File: config.mk
export PLATFORM = sky130hd
export DESIGN_NAME = sweb_slave
export DESIGN_NICKNAME = d
export VERILOG_FILES = /design/src/include/sweb_pkg.sv /design/src/rtl/sweb_slave.sv
export SDC_FILE = /design/constraint.sdc
export NUM_CORES = 1
export LEC_CHECK = 0
export BUFFER_PORTS_ARGS = -buffer_cell sky130_fd_sc_hd__buf_2
export CAP_MARGIN = 30
export CELL_PAD_IN_SITES_DETAIL_PLACEMENT = 1
export CELL_PAD_IN_SITES_GLOBAL_PLACEMENT = 1
export CORE_MARGIN = 2
export CORE_UTILIZATION = 43
export DETAILED_ROUTE_END_ITERATION = 8
export PLACE_DENSITY_LB_ADDON = 0.1
export SYNTH_ARGS = -nofsm -noshare
export SYNTH_HDL_FRONTEND = slang
export SYNTH_SLANG_ARGS = --single-unit
export TNS_END_PERCENT = 10
File: constraint.sdc
create_clock -name mclk -period 4.5 [get_ports mclk]
set_input_delay 0.225 -clock mclk [delete_from_list [all_inputs] [get_ports mclk]]
set_output_delay 0.225 -clock mclk [all_outputs]
set_load 0.02 [all_outputs]
File: src/include/sweb_pkg.sv
// sweb_pkg: constants and types of the single-wire bus slave
// assumes a 10 MHz system clock on the slave side
package sweb_pkg;
  // system clock rate
  localparam int CLK_HZ = 10_000_000;
  // standby pulse, least high time on the line
  localparam int STBY_US = 600;
  localparam int STBY_CYC = (STBY_US * (CLK_HZ / 1_000_000));
  // start header low pulse, least low time
  localparam int HDR_US = 5;
  localparam int HDR_CYC = (HDR_US * (CLK_HZ / 1_000_000));
  // identity: arbitrary neutral family code, device code per variant
  localparam logic [3:0] FAMILY_CODE = 4'h5;
  localparam logic [3:0] DEVICE_CODE = 4'h0;
  // command codes
  localparam logic [7:0] CMD_RD = 8'h03;
  localparam logic [7:0] CMD_CUR_RD = 8'h06;
  localparam logic [7:0] CMD_WR = 8'h6c;
  localparam logic [7:0] CMD_LATCH_SET = 8'h96;
  localparam logic [7:0] CMD_LATCH_CLR = 8'h91;
  localparam logic [7:0] CMD_STAT_RD = 8'h05;
  localparam logic [7:0] CMD_STAT_WR = 8'h6e;
  localparam logic [7:0] CMD_FILL_ZERO = 8'h6d;
  localparam logic [7:0] CMD_FILL_ONE = 8'h67;
  // bit slots of one byte frame
  localparam logic [3:0] SLOT_MAK = 4'h8;
  localparam logic [3:0] SLOT_SAK = 4'h9;
  // header: first slot after the period is measured
  localparam logic [3:0] SLOT_HDR_RESUME = 4'h5;
  // buffer depth
  localparam int BUF_DEPTH = 2;
  // line state
  typedef enum {ST_IDLE, ST_STBY, ST_HLOW, ST_SYNC, ST_BITS} sweb_state_t;
  // byte phase inside a command
  typedef enum {PH_HDR, PH_ADDR, PH_CMD, PH_AHI, PH_ALO, PH_DRX, PH_DTX} sweb_phase_t;
  // received word toward user logic
  typedef struct packed {
    logic       is_data;
    logic [7:0] data;
  } sweb_word_t;
endpackage

File: src/rtl/sweb_slave.sv
// sweb_slave: protocol engine of a single-wire manchester memory slave
// assumes an external pull-up on the line and same-clock user logic
//
// Overview of operation
// - bytes travel msb first, lsb last
// - manchester bits, master sets bit period
// - eight-bit command register after address
// - long high line resets into standby
// - falling edge leaves standby, starts header
// - header low then 01010101 sets period
// - two-bit acknowledge after every byte
// - master ack one continues, zero ends
// - no write cycle without data byte, fill commands aside
// - slave ack one; missing means no edge
// - withhold ack in five listed cases
// - address byte is family plus device
// - standby after clean end or pulse
// - idle on bad address, command, edge
// - idle on continue after no-data commands
// - short header low idles; other bad header shows as missed edge
// - re-align bit timing on master ack
`timescale 1ns/1ps
`default_nettype none
module sweb_slave #(
  parameter logic [3:0]  FAMILY  = sweb_pkg::FAMILY_CODE,
  parameter logic [3:0]  DEVCODE = sweb_pkg::DEVICE_CODE,
  parameter logic [15:0] STBY_CYC = 16'(sweb_pkg::STBY_CYC),
  parameter logic [15:0] HDR_CYC = 16'(sweb_pkg::HDR_CYC),
  parameter int          CW = 14
) (
  input  wire logic              mclk,
  input  wire logic              reset,
  input  wire logic              serial_line_in,
  output logic                   serial_line_out,
  output logic                   serial_line_oe,
  input  wire logic              write_busy,
  output logic                   write_start,
  output logic [7:0]             cmd_code,
  output logic                   standby,
  output logic                   idle,
  output sweb_pkg::sweb_word_t   rx_word,
  output logic                   rx_valid,
  input  wire logic              rx_ready,
  input  wire logic [7:0]        tx_data,
  input  wire logic              tx_valid,
  output logic                   tx_ready
);
  // line synchroniser and edge history
  logic ln_s1_r, ln_s2_r, ln_d_r;
  // control state
  sweb_pkg::sweb_state_t st_r, st_nxt, go_r, go_nxt;
  sweb_pkg::sweb_phase_t ph_r, ph_nxt, nph_r, nph_nxt;
  logic [3:0]    slot_r, slot_nxt;    // bit slot in byte frame
  logic [CW-1:0] cnt_r, cnt_nxt;      // cycles since last mid edge
  logic [CW-1:0] per_r, per_nxt;      // measured bit period
  logic [1:0]    nfall_r, nfall_nxt;  // header falls seen
  logic [15:0]   hi_r, hi_nxt;        // cycles high since last edge
  logic [7:0]    sh_r, sh_nxt;        // receive shifter
  logic [7:0]    txs_r, txs_nxt;      // transmit shifter
  logic [7:0]    cmd_r, cmd_nxt;      // command register
  logic          sak_r, sak_nxt;      // acknowledge to send
  logic          drv_r, drv_nxt;      // driven level
  logic          oe_r, oe_nxt;        // drive enable
  logic          ws_r, ws_nxt;        // write cycle start pulse
  // combinational helpers
  logic edge_w, fall_w, rise_w, stby_w, is_tx_w, end_w, bitv_w, push_w, pop_w, full_w, tx_bit_w, cmd_ok_w;
  logic [CW-1:0] half_w, qtr_w;
  logic          leave_w;             // closing ack slot held one cycle
  // two-entry buffer
  sweb_pkg::sweb_word_t buf_r [sweb_pkg::BUF_DEPTH];
  sweb_pkg::sweb_word_t pword_w;
  logic       wp_r, wp_nxt, rp_r, rp_nxt;
  logic [1:0] bcnt_r, bcnt_nxt;

  // two flops before any logic reads the pin
  always_ff @(posedge mclk) begin
    if (reset) begin
      ln_s1_r <= 1'b1;
      ln_s2_r <= 1'b1;
      ln_d_r  <= 1'b1;
    end else begin
      ln_s1_r <= serial_line_in;
      ln_s2_r <= ln_s1_r;
      ln_d_r  <= ln_s2_r;
    end
  end

  assign edge_w = ln_s2_r ^ ln_d_r;
  assign fall_w = edge_w & ~ln_s2_r;
  assign rise_w = edge_w & ln_s2_r;
  assign half_w = per_r >> 1;
  assign qtr_w  = per_r >> 2;
  assign stby_w = ln_s2_r && !edge_w && (hi_r >= STBY_CYC - 16'h0001);
  assign is_tx_w = (slot_r == sweb_pkg::SLOT_SAK) ||
                   (slot_r < sweb_pkg::SLOT_MAK && ph_r == sweb_pkg::PH_DTX);
  assign tx_bit_w = (slot_r == sweb_pkg::SLOT_SAK) ? 1'b1 : txs_r[7];
  assign bitv_w = ln_s2_r;
  // an ack slot that ends the transfer lasts one cycle past its mid edge,
  // so the drive enable drops together with the leave of the bit state
  assign leave_w = (slot_r == sweb_pkg::SLOT_SAK) &&
                   ((go_r != sweb_pkg::ST_BITS) || (nph_r == sweb_pkg::PH_DTX && !tx_valid));
  // receive slot closes on mid edge in window, transmit slot on own mid
  assign end_w = (st_r == sweb_pkg::ST_BITS) && !stby_w &&
                 (is_tx_w ? (cnt_r >= per_r + CW'(leave_w)) : (edge_w && cnt_r >= per_r - qtr_w));
  assign full_w = (bcnt_r == 2'(sweb_pkg::BUF_DEPTH));
  // judged on the shifter, which holds the command byte at its ack
  assign cmd_ok_w = (sh_r == sweb_pkg::CMD_LATCH_SET) || (sh_r == sweb_pkg::CMD_LATCH_CLR) ||
                    (sh_r == sweb_pkg::CMD_STAT_RD) ||
                    (!write_busy && ((sh_r == sweb_pkg::CMD_RD) || (sh_r == sweb_pkg::CMD_CUR_RD) ||
                     (sh_r == sweb_pkg::CMD_WR) || (sh_r == sweb_pkg::CMD_STAT_WR) ||
                     (sh_r == sweb_pkg::CMD_FILL_ZERO) || (sh_r == sweb_pkg::CMD_FILL_ONE)));

  // protocol next state
  always_comb begin
    st_nxt = st_r;
    go_nxt = go_r;
    ph_nxt = ph_r;
    nph_nxt = nph_r;
    slot_nxt = slot_r;
    cnt_nxt = cnt_r;
    per_nxt = per_r;
    nfall_nxt = nfall_r;
    sh_nxt = sh_r;
    txs_nxt = txs_r;
    cmd_nxt = cmd_r;
    sak_nxt = sak_r;
    drv_nxt = drv_r;
    oe_nxt = oe_r;
    ws_nxt = 1'b0;
    push_w = 1'b0;
    pword_w = '{is_data: (ph_r == sweb_pkg::PH_DRX), data: sh_r};
    tx_ready = 1'b0;
    hi_nxt = (edge_w || !ln_s2_r) ? 16'h0000 : ((hi_r == 16'hffff) ? hi_r : hi_r + 16'h0001);
    if (stby_w) begin
      st_nxt = sweb_pkg::ST_STBY;
      oe_nxt = 1'b0;
    end else begin
      case (st_r)
        sweb_pkg::ST_STBY: begin
          if (fall_w) begin
            st_nxt = sweb_pkg::ST_HLOW;
            cnt_nxt = '0;
          end
        end
        sweb_pkg::ST_HLOW: begin
          cnt_nxt = (cnt_r == '1) ? cnt_r : cnt_r + 1'b1;
          // header low must last its time
          if (rise_w) begin
            st_nxt = (16'(cnt_r) >= HDR_CYC - 16'h0001) ? sweb_pkg::ST_SYNC : sweb_pkg::ST_IDLE;
            nfall_nxt = 2'h0;
            cnt_nxt = '0;
          end
        end
        sweb_pkg::ST_SYNC: begin
          cnt_nxt = cnt_r + 1'b1;
          if (cnt_r == '1) begin
            st_nxt = sweb_pkg::ST_IDLE;
          end else if (fall_w) begin
            nfall_nxt = nfall_r + 2'h1;
            if (nfall_r == 2'h0) begin
              cnt_nxt = '0;
            end else if (nfall_r == 2'h2) begin
              per_nxt = (cnt_r + 1'b1) >> 2;
              st_nxt = sweb_pkg::ST_BITS;
              ph_nxt = sweb_pkg::PH_HDR;
              slot_nxt = sweb_pkg::SLOT_HDR_RESUME;
              cnt_nxt = '0;
            end
          end
        end
        sweb_pkg::ST_BITS: begin
          cnt_nxt = cnt_r + 1'b1;
          if (is_tx_w) begin
            // first half inverted, mid edge to value
            if (cnt_r == half_w) begin
              oe_nxt = (slot_r == sweb_pkg::SLOT_SAK) ? sak_r : 1'b1;
              drv_nxt = ~tx_bit_w;
            end
            if (cnt_r == per_r) begin
              drv_nxt = tx_bit_w;
            end
            // slot end restarts the bit timer
            if (end_w) begin
              cnt_nxt = '0;
            end
          end else begin
            if (cnt_r == half_w) begin
              oe_nxt = 1'b0;
            end
            if (end_w) begin
              cnt_nxt = '0;
            end else if (cnt_r > per_r + qtr_w) begin
              st_nxt = sweb_pkg::ST_IDLE;
              oe_nxt = 1'b0;
            end
          end
          if (end_w && slot_r < sweb_pkg::SLOT_MAK) begin
            sh_nxt = {sh_r[6:0], bitv_w};
            txs_nxt = {txs_r[6:0], 1'b0};
            slot_nxt = slot_r + 4'h1;
          end else if (end_w && slot_r == sweb_pkg::SLOT_MAK) begin
            // timing re-anchored on master ack edge
            slot_nxt = sweb_pkg::SLOT_SAK;
            sak_nxt = 1'b1;
            go_nxt = sweb_pkg::ST_BITS;
            // decide slave ack from master ack
            case (ph_r)
              sweb_pkg::PH_HDR: begin
                sak_nxt = 1'b0;
                go_nxt = bitv_w ? sweb_pkg::ST_BITS : sweb_pkg::ST_IDLE;
                nph_nxt = sweb_pkg::PH_ADDR;
              end
              sweb_pkg::PH_ADDR: begin
                // family and device code must match
                if (sh_r != {FAMILY, DEVCODE}) begin
                  sak_nxt = 1'b0;
                  go_nxt = sweb_pkg::ST_IDLE;
                end else if (!bitv_w) begin
                  go_nxt = sweb_pkg::ST_STBY;
                end else begin
                  nph_nxt = sweb_pkg::PH_CMD;
                end
              end
              sweb_pkg::PH_CMD: begin
                cmd_nxt = sh_r;
                if (!cmd_ok_w) begin
                  sak_nxt = 1'b0;
                  go_nxt = sweb_pkg::ST_IDLE;
                end else if (bitv_w) begin
                  if (sh_r == sweb_pkg::CMD_RD || sh_r == sweb_pkg::CMD_WR) begin
                    nph_nxt = sweb_pkg::PH_AHI;
                  end else if (sh_r == sweb_pkg::CMD_CUR_RD || sh_r == sweb_pkg::CMD_STAT_RD) begin
                    nph_nxt = sweb_pkg::PH_DTX;
                  end else if (sh_r == sweb_pkg::CMD_STAT_WR) begin
                    nph_nxt = sweb_pkg::PH_DRX;
                  end else begin
                    sak_nxt = 1'b0;
                    go_nxt = sweb_pkg::ST_IDLE;
                  end
                end else if (sh_r == sweb_pkg::CMD_FILL_ZERO || sh_r == sweb_pkg::CMD_FILL_ONE) begin
                  ws_nxt = 1'b1;
                  go_nxt = sweb_pkg::ST_STBY;
                end else if (sh_r == sweb_pkg::CMD_LATCH_SET || sh_r == sweb_pkg::CMD_LATCH_CLR) begin
                  go_nxt = sweb_pkg::ST_STBY;
                end else begin
                  sak_nxt = 1'b0;
                  go_nxt = sweb_pkg::ST_IDLE;
                end
              end
              sweb_pkg::PH_AHI, sweb_pkg::PH_ALO: begin
                if (!bitv_w || full_w) begin
                  sak_nxt = 1'b0;
                  go_nxt = sweb_pkg::ST_IDLE;
                end else begin
                  push_w = 1'b1;
                  nph_nxt = (ph_r == sweb_pkg::PH_AHI) ? sweb_pkg::PH_ALO :
                            ((cmd_r == sweb_pkg::CMD_RD) ? sweb_pkg::PH_DTX : sweb_pkg::PH_DRX);
                end
              end
              sweb_pkg::PH_DRX: begin
                if (full_w) begin
                  sak_nxt = 1'b0;
                  go_nxt = sweb_pkg::ST_IDLE;
                end else begin
                  push_w = 1'b1;
                  if (!bitv_w) begin
                    ws_nxt = 1'b1;
                    go_nxt = sweb_pkg::ST_STBY;
                  end else if (cmd_r == sweb_pkg::CMD_STAT_WR) begin
                    sak_nxt = 1'b0;
                    go_nxt = sweb_pkg::ST_IDLE;
                  end
                end
              end
              sweb_pkg::PH_DTX: begin
                go_nxt = bitv_w ? sweb_pkg::ST_BITS : sweb_pkg::ST_STBY;
              end
              default: begin
                sak_nxt = 1'b0;
                go_nxt = sweb_pkg::ST_IDLE;
              end
            endcase
          end else if (end_w) begin
            // close of slave ack slot
            slot_nxt = 4'h0;
            ph_nxt = nph_r;
            st_nxt = go_r;
            if (go_r == sweb_pkg::ST_BITS && nph_r == sweb_pkg::PH_DTX) begin
              tx_ready = tx_valid;
              txs_nxt = tx_data;
              if (!tx_valid) begin
                st_nxt = sweb_pkg::ST_IDLE;
              end
            end
            if (st_nxt != sweb_pkg::ST_BITS) begin
              oe_nxt = 1'b0;
            end
          end
        end
        default: begin
          // idle: wait for standby pulse
          oe_nxt = 1'b0;
        end
      endcase
    end
  end

  // protocol registers
  always_ff @(posedge mclk) begin
    if (reset) begin
      // start idle until a standby pulse
      st_r <= sweb_pkg::ST_IDLE;
      go_r <= sweb_pkg::ST_IDLE;
      ph_r <= sweb_pkg::PH_HDR;
      nph_r <= sweb_pkg::PH_HDR;
      slot_r <= 4'h0;
      cnt_r <= '0;
      per_r <= '0;
      nfall_r <= 2'h0;
      hi_r <= 16'h0000;
      sh_r <= 8'h00;
      txs_r <= 8'h00;
      cmd_r <= 8'h00;
      sak_r <= 1'b0;
      drv_r <= 1'b1;
      oe_r <= 1'b0;
      ws_r <= 1'b0;
    end else begin
      st_r <= st_nxt;
      go_r <= go_nxt;
      ph_r <= ph_nxt;
      nph_r <= nph_nxt;
      slot_r <= slot_nxt;
      cnt_r <= cnt_nxt;
      per_r <= per_nxt;
      nfall_r <= nfall_nxt;
      hi_r <= hi_nxt;
      sh_r <= sh_nxt;
      txs_r <= txs_nxt;
      cmd_r <= cmd_nxt;
      sak_r <= sak_nxt;
      drv_r <= drv_nxt;
      oe_r <= oe_nxt;
      ws_r <= ws_nxt;
    end
  end

  // buffer pointers; a full buffer refuses the byte with no ack
  assign pop_w = rx_valid && rx_ready;
  always_comb begin
    wp_nxt = push_w ? ~wp_r : wp_r;
    rp_nxt = pop_w ? ~rp_r : rp_r;
    bcnt_nxt = bcnt_r + {1'b0, push_w} - {1'b0, pop_w};
  end

  // buffer storage and pointers
  always_ff @(posedge mclk) begin
    if (reset) begin
      wp_r <= 1'b0;
      rp_r <= 1'b0;
      bcnt_r <= 2'h0;
      buf_r[0] <= '0;
      buf_r[1] <= '0;
    end else begin
      wp_r <= wp_nxt;
      rp_r <= rp_nxt;
      bcnt_r <= bcnt_nxt;
      if (push_w) begin
        buf_r[wp_r] <= pword_w;
      end
    end
  end

  assign rx_valid = (bcnt_r != 2'h0);
  assign rx_word = buf_r[rp_r];
  assign serial_line_out = drv_r;
  assign serial_line_oe = oe_r;
  assign write_start = ws_r;
  assign cmd_code = cmd_r;
  assign standby = (st_r == sweb_pkg::ST_STBY);
  assign idle = (st_r == sweb_pkg::ST_IDLE);
endmodule
`default_nettype wire

==> out/results.ini, run 1 <==
[sta]
worstMarginPinSlew_ps=858
period_share_pct=100
fin_tns_setup_ps=-14.1
finalSetupViolCount=1
max_slew_margin_pct=42.7
setup_ws_ps=-14.1
final-hold-violation-count=0
min_period_ps=4510
maxSlewViolCount=0
fmax_ghz=0.222
skew_ps=17.4
rsz0062_at_grt=true

[place]
dpl-instance-area_sq_um=9910
globalplace.congestion=0.805
dp_slack_ps=-141
port-buffer-count=37
dpl.hpwl_um=19700

[job]
cap_viol_max_count=0

[worst_setup_path]
critPathKind=flip-flop to output port
critPathMaxStageDelay_ps=470
cp.depth=18
cpMaxStageDelayCell=or4_4
crit_start=per_r[1]
path_max_fanout=9
worstRegToRegCells=21
path_cells=buf_4 > fa_2 > a21o_1 > a21oi_2 > o21bai_1 > a21oi_2 > o21a_1 > o21ai_2 > or4_4 > ha_4 > a21o_1 > a21oi_2 > o21ba_4 > a211oi_4 > buf_6 > nand2_4 > nor3_4 > buf_6
critPathBufInv=3
r2r_start=per_r[1]
critPathTopFamily=compound AO/OA/AOI/OAI gates
critPathCapture=tx_ready
required_ps=4280
reg2reg_setup_slack_ps=80
critPathLaunchType=flip-flop
r2r-end=bcnt_r[1]
path_common_cell=a21oi_2
worstSetupEndpointType=output port
crit_arrival_ps=4290

[synthesis]
synth_compound_area_share_pct=16.7
synth_top_family_by_area=simple AND/OR/NAND/NOR gates
netlist_area_sq_um=9250
synth_top_area_share_pct=26.8
syn-num-nets=1185
synth_edf_count=18
synth.area.top_cells=dfxtp_1, ha_1, edfxtp_1
synthCells=1092
synth.distinct_cells=81
yosys_warnings=0
avgSynthCellArea_sq_um=8.47
yosysTopAreaCell=dfxtp_1
synth_mux_area_share_pct=3.48
synth_fa_ha_area_share_pct=10.9
synth_flop_cell=dfxtp_1
ys_ff_latch=142
yosysSeqAreaShare_pct=32.7
synthArstFlopShare_pct=0
synth-xor-area-share_pct=7.10
yosys.area_share.simple_pct=24.2

[cells_and_area]
stdcell_area_sq_um=10900
antenna_cells=0
final_util_pct=51.5
area_growth_syn_to_layout_pct=17.5
nFillCells=2476
final_nets=1239
drive_gt1_share_pct=17.9

[die]
io_pins=38
start_util_pct=43.8
core_area_sq_um=21100
dieHeight_um=151
row_count=53
die-area_sq_um=22700
dieWidth_um=151

[grt]
grt_pass1_wl_um=43400
grt_usage_pct=24.3
grt_pass1_vias=8284
grt-ovfl-total=0
grt_max_degree=41
antenna_found_initial=0

[power_and_ir_drop]
p_sw_share_pct=32.8
pwr-share-clk_pct=41.6
pwr-share-comb_pct=17.7
leakage_nw=4.38
power_frac_seq_pct=40.6
p_sw_mw=1.12
p_int_mw=2.30
ir_drop_v=0.000186
powerDensity_nw_per_um2=315

[clock_network]
cts_tree=built
cts_made_buffers=17
clk_latency_ps=440
clockBufferDepth=2
htree_levels=4
cts_num_sinks=142
clockRootBuffer=clkbuf_16
cts.clk_slew.worst_paths_ps=70

[drt]
drc=0
firstDrtPassIters=5
ant_nets=0
vias_per_cell=5.72
post_drt_wl_per_cell_um=18.9
vias=8208
first_iter_violations=290
routed_wl_um=27200

[outcome]
status=complete, but fails checks
violations=setup timing

[hold_path]
hp-class=input pin to flip-flop

-- Yosys cell counts, types with 5 or more instances --
cell type / number
buf_1: 5
o211ai_1: 5
a211oi_1: 27
clkbuf_1: 53
nand3b_1: 7
or3_1: 11
mux2_2: 9
a21o_1: 7
nand3_1: 46
o31ai_1: 12
ha_1: 77
buf_2: 9
o21ai_0: 42
o211a_1: 5
nand2_1: 68
a31oi_1: 21
o22ai_1: 10
dfxtp_1: 124
nand4_1: 20
nor2b_1: 7
nor2_1: 97
o21bai_1: 7
and4_1: 5
nor3_1: 23
edfxtp_1: 18
and2_1: 52
nor4_1: 15
mux2i_1: 22
or2_2: 6
nor3b_1: 7
xor2_1: 25
inv_1: 48
a21oi_1: 50
xnor2_1: 50
nand2b_1: 12
and3_1: 14
-- per-layer routing --
layer / vias up / track usage (%) / part of all wire [%]
met5: - / 0 / 0
met4: 0 / 6.36 / 1.7
met3: 32 / 3.18 / 3.1
met2: 129 / 39.1 / 46
met1: 4028 / 34.3 / 49
li1: 4019 / - / -
-- flip-flops by register name, summed over array words and instances, names as in the netlist, 2 cells and up, named ones only --
name,count
per_r,12
cnt_r,14
sh_r,8
buf_r,18
nph_r,3
st_r,32
txs_r,8
nfall_r,2
bcnt_r,2
cmd_code,8
ph_r,3
go_r,2
slot_r,4
hi_r,16
-- layout make-up --
class | count | area (sq um) | area share [%]
multi-input combinational | 833 | 5990 | 55.1
sequential | 142 | 3030 | 27.9
timing repair buffer | 104 | 729 | 6.72
clock buffer | 17 | 425 | 3.92
tap | 275 | 344 | 3.17
inverter | 48 | 180 | 1.66
clock inverter | 15 | 166 | 1.53
-- through the flow --
step	instances	hold slack (ps)	power (mW)
6_report	1434	78.6	3.43
2_1_floorplan	1092	329	1.82
3_3_place_gp	1387	395	2.00
3_5_place_dp	1387	398	2.01
4_1_cts	1430	66.9	3.45
5_1_grt	1434	68.2	3.58
-- cell families after synthesis --
| group | after synthesis |
|---|---|
| multiplexers | 31 |
| AO/OA/AOI/OAI | 231 |
| buffers and inverters | 117 |
| XOR/XNOR | 75 |
| flip-flops | 142 |
| adder cells (fa/ha/maj) | 79 |
| AND/OR/NAND/NOR | 417 |
-- what timing repair did --
action / in CTS / in global routing
hold buffers: 1 / 0
setup buffers: 10 / 5
pin swaps: 11 / 24
endpoints found under the setup margin: 76 / 94
resized for setup: 17 / 44
hold endpoints to repair: 1 / 0
-- cells in the final DEF (no fill, tap or decap), types with 6 or more instances in the layout --
| cell type | instances |
|---|---|
| a21oi_1 | 42 |
| a21o_1 | 7 |
| a21oi_2 | 6 |
| clkbuf_16 | 17 |
| buf_2 | 36 |
| or2_2 | 6 |
| nor4_1 | 14 |
| nand3_1 | 45 |
| xnor2_1 | 50 |
| mux2_2 | 9 |
| nand3b_1 | 7 |
| nand2_1 | 67 |
| o22ai_1 | 10 |
| nand4_1 | 20 |
| mux2i_1 | 22 |
| a31oi_1 | 21 |
| nand2b_1 | 12 |
| nor3b_1 | 6 |
| o21ai_0 | 38 |
| a211oi_1 | 24 |
| and3_1 | 14 |
| or3_1 | 10 |
| dfxtp_1 | 121 |
| xor2_1 | 24 |
| and2_1 | 53 |
| nor3_1 | 20 |
| inv_8 | 6 |
| ha_1 | 72 |
| buf_4 | 62 |
| o31ai_1 | 11 |
| inv_1 | 45 |
| edfxtp_1 | 18 |
| o21bai_1 | 6 |
| nor2_1 | 93 |
| nor2b_1 | 7 |
-- worst min path at each step --
stage / cells past startpoint / slack (ps) / start / end
2_1_floorplan: 1 / 330 / serial_line_in / ln_s1_r
3_3_place_gp: 1 / 400 / ln_s1_r / bitv_w
3_5_place_dp: 1 / 400 / ln_s1_r / bitv_w
4_1_cts: 3 / 70 / tx_data[0] / txs_r[0]
5_1_grt: 3 / 70 / tx_data[0] / txs_r[0]
6_report: 3 / 80 / tx_data[0] / txs_r[0]
-- worst register-to-register path: stages, from the launching register on --
cell,delay (ps)
dfxtp_1,310
buf_4,180
fa_2,400
a21o_1,200
a21oi_2,190
o21bai_1,130
a21oi_2,200
o21a_1,210
o21ai_2,100
or4_4,470
ha_4,290
a21o_1,130
a21oi_2,60
o21ba_4,230
a211oi_4,230
buf_4,160
nand3_2,120
inv_1,100
ha_1,190
xor2_2,170
xnor2_1,150
nor2_1,60
-- power groups by stage --
stage | sequential, mW | clock, mW | combinational (mW)
6_report | 1.39 | 1.43 | 0.608
3_3_place_gp | 1.42 | 0 | 0.578
3_5_place_dp | 1.42 | 0 | 0.589
4_1_cts | 1.39 | 1.46 | 0.599
2_1_floorplan | 1.37 | 0 | 0.450
5_1_grt | 1.40 | 1.51 | 0.672
Power figures use the tool's default switching activity.
==> inputs of run 2 (changes only) <==
CORE_MARGIN = default   (was 2)
CTS_CLUSTER_SIZE = 16   (was default)
==> out/results.ini, run 2 (synthesized netlist as in run 1, its figures left out) <==
[outcome]
status=complete, but fails checks
violations=setup timing

[worst_setup_path]
required_ps=4280  ; about the same
reg2reg_setup_slack_ps=50  ; -30 ps
path_common_cell=a21oi_2
worstRegToRegCells=25  ; +19%
path_cells=inv_2 > ha_4 > inv_2 > fa_2 > a21o_1 > a21oi_2 > o21bai_1 > a21oi_2 > o21a_1 > o21ai_2 > or4_4 > ha_4 > buf_6 > a21o_1 > a21oi_2 > o21ba_4 > a211oi_4 > buf_6 > nand2_4 > nor3_2 > buf_4
cp.depth=21  ; +3
worstSetupEndpointType=output port
r2r-end=bcnt_r[1]
critPathLaunchType=flip-flop
path_max_fanout=3  ; -6
critPathKind=flip-flop to output port
r2r_start=per_r[0]
critPathTopFamily=compound AO/OA/AOI/OAI gates
cpMaxStageDelayCell=or4_4
crit_arrival_ps=4300  ; about the same
critPathMaxStageDelay_ps=530  ; +60 ps
critPathBufInv=5  ; +2

[sta]
max_slew_margin_pct=46.1  ; +3.4 points
setup_ws_ps=-26.6  ; -12.5 ps
fmax_ghz=0.221  ; -0.28%
rsz0062_at_grt=true
final-hold-violation-count=0  ; unchanged
min_period_ps=4530  ; +12.5 ps
skew_ps=14.8  ; -2.61 ps
period_share_pct=101  ; +0.28 points
fin_tns_setup_ps=-26.6  ; -12.5 ps
hold_slack_ps=91.8  ; +13.2 ps
finalSetupViolCount=1  ; unchanged
maxSlewViolCount=0  ; unchanged
worstMarginPinSlew_ps=809  ; -49.5 ps

[drt]
ant_nets=0  ; unchanged
drc=0  ; unchanged
post_drt_wl_per_cell_um=18.3  ; -3.2%
met1Wirelength_um=13000  ; -3.0%
vias_per_cell=5.65  ; -1.3%
first_iter_violations=418  ; +44%
wl_met3_um=619  ; -27%
vias=8107  ; -1.2%
routed_wl_um=26300  ; -3.2%
dr.max_layer_used=met4
met2WireLength_um=12400  ; -0.63%
firstDrtPassIters=6  ; +1

[clock_network]
cts_made_buffers=17  ; unchanged
cts.clk_slew.worst_paths_ps=70  ; about the same
cts_num_sinks=142  ; unchanged
clockBufferDepth=2  ; unchanged
clk_latency_ps=430  ; about the same
cts_tree=built
htree_levels=4  ; unchanged
clockRootBuffer=clkbuf_16

[die]
dieHeight_um=149  ; -1.3%
io_pins=38  ; unchanged
die-area_sq_um=22100  ; -2.6%
dieWidth_um=149  ; -1.3%
core_area_sq_um=21000  ; -0.31%
start_util_pct=44.0  ; +0.14 points
row_count=53  ; unchanged

[cells_and_area]
nFillCells=2477  ; +0.040%
regMostFlops=st_r
final_cell_mix=dfxtp_1, nor2_1, ha_1, nand2_1, buf_4
mostFrequentLayoutCell=dfxtp_1
largest_register_ffs=32  ; unchanged
drive_gt1_share_pct=18.3  ; +0.33 points
antenna_cells=0  ; unchanged
top_regs=st_r: 32 flops, buf_r: 18 flops, hi_r: 16 flops
stdcell_area_sq_um=10900  ; +0.54%
area_growth_syn_to_layout_pct=18.1
fin_cells=1435  ; +0.070%
final_nets=1240  ; +0.081%
final_util_pct=52.0  ; +0.44 points

[place]
dpl.hpwl_um=19400  ; -1.4%
dp.cells=1386  ; -0.072%
dpl-instance-area_sq_um=9910  ; about the same
port-buffer-count=37  ; unchanged
globalplace.congestion=0.799  ; -0.68%

[power_and_ir_drop]
ir_drop_v=0.000281  ; +51%
powerDensity_nw_per_um2=314  ; -0.52%
leakage_nw=4.38  ; -0.22%

[grt]
grt_pass1_wl_um=42700  ; -1.5%
grt_pass1_vias=8225  ; -0.71%
grt_max_degree=40  ; -2.4%
grt_usage_pct=24.4  ; +0.14 points
antenna_found_initial=0  ; unchanged
grt-ovfl-total=0  ; unchanged

[hold_path]
hp-class=input pin to flip-flop
min-delay-start=tx_data[0]
min_path_cells=3  ; unchanged
holdPathEnd=txs_r[0]

[job]
cap_viol_max_count=0  ; unchanged

==> run 2: worst max-delay path by stage <==
stage	slack, ps	to	start
6_report	-30	tx_ready	per_r[0]
5_1_grt	-200	tx_ready	per_r[0]
4_1_cts	10	tx_ready	per_r[1]
3_5_place_dp	-90	tx_ready	per_r[2]
3_3_place_gp	80	cmd_code[0]	per_r[2]
2_1_floorplan	-40	buf_r[1][0]	per_r[3]
==> run 2: worst register-to-register path, stage by stage (launching register included) <==
cell,delay [ps]
dfxtp_2,330
inv_2,60
ha_4,130
inv_2,30
fa_2,350
a21o_1,200
a21oi_2,140
o21bai_1,110
a21oi_2,160
o21a_1,190
o21ai_2,70
or4_4,530
ha_4,300
buf_6,80
a21o_1,120
a21oi_2,60
o21ba_4,230
a211oi_4,240
buf_4,150
buf_6,90
nand3_4,80
inv_1,100
ha_1,160
xor2_1,180
xnor2_1,160
nor2_1,60
==> run 2: metal layers <==
metal  vias up  global-route usage, %
met5         -                      0
met4         0                   6.34
met3        24                   3.22
met2        82                   39.6
met1      3974                   33.9
li1       4027                      -
==> run 2: repair_timing <==
action	4_1_cts	5_1_grt
setup endpoints to repair	89	91
hold buffers	1	0
endpoints found under the hold margin	1	0
buffers inserted	8	9
gates resized for setup	21	50
pin swaps	13	28
==> run 2: final cells by class <==
class	instances	area [sq um]	share of cell area (%)
flip-flops and latches	142	3030	27.7
inverters	48	180	1.65
multi-input cells	833	6010	55.1
clock buffers	17	425	3.90
clock inverters	15	171	1.57
well taps	275	344	3.15
repair buffers	105	757	6.93
==> run 2: per-stage QoR <==
step / power, mW / worst slack [ps]
after floorplan: 1.82 / -40.4
after global placement: 1.99 / 76.1
after detailed placement: 2.00 / -88.7
after CTS: 3.44 / 12.6
after global routing: 3.59 / -200
final: 3.43 / -26.6
==> run 2: where the power goes <==
group	internal (mW)	total [mW]	switching (mW)
Sequential	1.32	1.39	0.0706
Combinational	0.233	0.615	0.381
Clock	0.749	1.42	0.671
Total	2.30	3.43	1.12
==> inputs of run 3 (changes only) <==
CORE_UTILIZATION = 48   (was 43)
clock period = 4.9 ns   (was 4.5 ns; I/O delays follow)
==> out/results.ini, run 3 (synthesized netlist as in run 1, its figures left out) <==
[outcome]
status=finished, final reports clean

[die]
die-area_sq_um=19800  ; -10%
start_util_pct=49.3  ; +5.3 points
core_area_sq_um=18800  ; -11%
row_count=50  ; -5.7%
dieWidth_um=141  ; -5.3%
io_pins=38  ; unchanged
dieHeight_um=141  ; -5.3%

[drt]
drc=0  ; unchanged
vias_per_cell=6.06  ; +7.3%
vias=8205  ; +1.2%
routed_wl_um=26200  ; -0.29%
firstDrtPassIters=5  ; -1
first_iter_violations=479  ; +15%
post_drt_wl_per_cell_um=19.4  ; +5.7%
ant_nets=0  ; unchanged

[power_and_ir_drop]
pwr-share-comb_pct=16.3  ; -1.6 points
power_frac_seq_pct=39.6  ; -1.0 points
p_sw_mw=0.998  ; -11%
pwr-share-clk_pct=44.0  ; +2.6 points
p_sw_share_pct=30.9  ; -1.9 points
leakage_nw=4.14  ; -5.4%
ir_drop_v=0.000265  ; -5.7%
powerDensity_nw_per_um2=312  ; -0.65%
p_int_mw=2.24  ; -3.0%

[sta]
period_share_pct=95.2
final-hold-violation-count=0  ; unchanged
fmax_ghz=0.214
setup_ws_ps=237  ; +264 ps
rsz0062_at_grt=false
maxSlewViolCount=0  ; unchanged
worstMarginPinSlew_ps=960  ; +151 ps
min_period_ps=4660
finalSetupViolCount=0  ; -1
max_slew_margin_pct=35.7  ; -10 points
hold_slack_ps=21.4  ; -70.4 ps
skew_ps=10.7  ; -4.15 ps

[grt]
use_met3_pct=4.04  ; +0.82 points
globalRoute.busiestLayer=met2
grt_usage_pct=27.5  ; +3.1 points
antenna_found_initial=0  ; unchanged
grt_max_degree=70  ; +75%
grt-ovfl-total=0  ; unchanged
grtUsageMet1_pct=36.9  ; +3.0 points
grt_pass1_wl_um=43300  ; +1.3%
grt_pass1_vias=8324  ; +1.2%
gr-usage-met2_pct=45.5  ; +5.9 points

[place]
port-buffer-count=37  ; unchanged
dp_slack_ps=-192  ; -103 ps
dp.cells=1319  ; -4.8%
globalplace.congestion=0.843  ; +5.5%
dpl-instance-area_sq_um=9630  ; -2.8%
dpl.hpwl_um=18600  ; -3.8%

[clock_network]
cts_hold_buf=0  ; -1
clockRootBuffer=clkbuf_16
cts_num_sinks=142  ; unchanged
htree_levels=4  ; unchanged
clk_latency_ps=430  ; about the same
clockBufferDepth=2  ; unchanged
cts_made_buffers=17  ; unchanged
cts_tree=built
cts.clk_slew.worst_paths_ps=70  ; about the same

[cells_and_area]
stdcell_area_sq_um=10400  ; -5.0%
antenna_cells=0  ; unchanged
fin_cells=1354  ; -5.6%
final_cell_mix=dfxtp_1, nor2_1, ha_1, nand2_1, and2_1
largest_register_ffs=32  ; unchanged
area_growth_syn_to_layout_pct=12.2
drive_gt1_share_pct=12.7  ; -5.6 points
top_regs=st_r: 32 flops, buf_r: 18 flops, hi_r: 16 flops
mostFrequentLayoutCell=dfxtp_1
final_nets=1200  ; -3.2%
regMostFlops=st_r

[worst_setup_path]
reg2reg_setup_slack_ps=330  ; +280 ps
r2r-end=txs_r[7]
path_max_fanout=5  ; +2
critPathLaunchType=flip-flop
crit_arrival_ps=4420  ; +120 ps
cpMaxStageDelayCell=or4_4
critPathBufInv=4  ; -1
critPathMaxStageDelay_ps=480  ; -50 ps
worstSetupEndpointType=output port
critPathTopFamily=compound AO/OA/AOI/OAI gates
required_ps=4660  ; +380 ps
critPathKind=flip-flop to output port
r2r_start=per_r[0]
worstRegToRegCells=21  ; -16%
path_cells=inv_1 > ha_1 > inv_1 > fa_2 > a21o_1 > a21oi_2 > o21bai_1 > a21oi_2 > o21a_1 > o21ai_1 > or4_4 > ha_4 > nand4_1 > nor2_4 > o21ai_4 > a211oi_4 > buf_6 > nand2_1 > nor3_2 > buf_4

[hold_path]
holdPathEnd=ln_s1_r
min_path_cells=2  ; -1
hp-class=input pin to flip-flop
min-delay-start=serial_line_in

[job]
cap_viol_max_count=0  ; unchanged

[run 3: cell types whose count changed in the layout (fill, tap and decap cells not counted), moves of 4 or more]
cell / delta
buf_4: -32
a211oi_1: +4
a211oi_2: -4
a21oi_1: +4
buf_6: -4
[run 3: final cells by class]
type,count,area (sq um)
well taps,234,293
fillers,2225,8390
clock buffers,17,425
flip-flops and latches,142,3030
clock inverters,15,213
repair buffers,65,402
inverters,48,180
multi-input cells,833,5840
[run 3: per-stage QoR]
step / TNS (ps) / power, mW / utilization (%)
2_1_floorplan: 0 / 1.67 / -
3_3_place_gp: -4450 / 1.81 / 51.3
3_5_place_dp: -5030 / 1.82 / 51.3
4_1_cts: 0 / 3.25 / 55.0
5_1_grt: 0 / 3.36 / 55.3
6_report: 0 / 3.23 / 55.3
[run 3: worst register-to-register path, cell delays in order (launching register included)]
cell and delay, ps:
dfxtp_2 360, inv_1 70, ha_1 170, inv_1 60, fa_2 350, a21o_1 180
a21oi_2 160, o21bai_1 110, a21oi_2 160, o21a_1 160, o21ai_1 110, or4_4 480
ha_4 300, nand4_1 140, nor2_4 180, o21ai_4 120, a211oi_4 280, buf_6 140
buf_4 190, a21boi_2 380, nor2_1 110, a211oi_1 250
[run 3: timing repair]
action | CTS | global route
resized for setup | 11 | 11
setup buffers | 2 | 1
pin swaps | 3 | 6
setup endpoints to repair | 89 | 83
[run 3: routing by layer]
| layer | wire, um | vias up | share of wire (%) |
|---|---|---|---|
| li1 | - | 3953 | - |
| met1 | 12600 | 4064 | 48 |
| met2 | 12200 | 146 | 47 |
| met3 | 885 | 42 | 3.4 |
| met4 | 499 | 0 | 1.9 |
| met5 | 0 | - | 0 |
[run 3: power by group through the flow]
stage                     clock network [mW]  logic, mW  registers (mW)
final                                   1.42      0.528            1.28
after floorplan                            0      0.413            1.26
after global placement                     0      0.502            1.30
after CTS                               1.44      0.529            1.28
after detailed placement                   0      0.513            1.31
after global routing                    1.50      0.577            1.29
[run 3: worst max-delay path by stage]
stage,from,end,slack (ps),cells after the start
finish,per_r[0],tx_ready,240,20
floorplan,per_r[3],buf_r[0][0],320,19
detailed placement,per_r[2],txs_r[7],-190,19
global route,per_r[0],tx_ready,6,20
global placement,per_r[2],tx_ready,-150,19
CTS,per_r[0],tx_ready,1,20
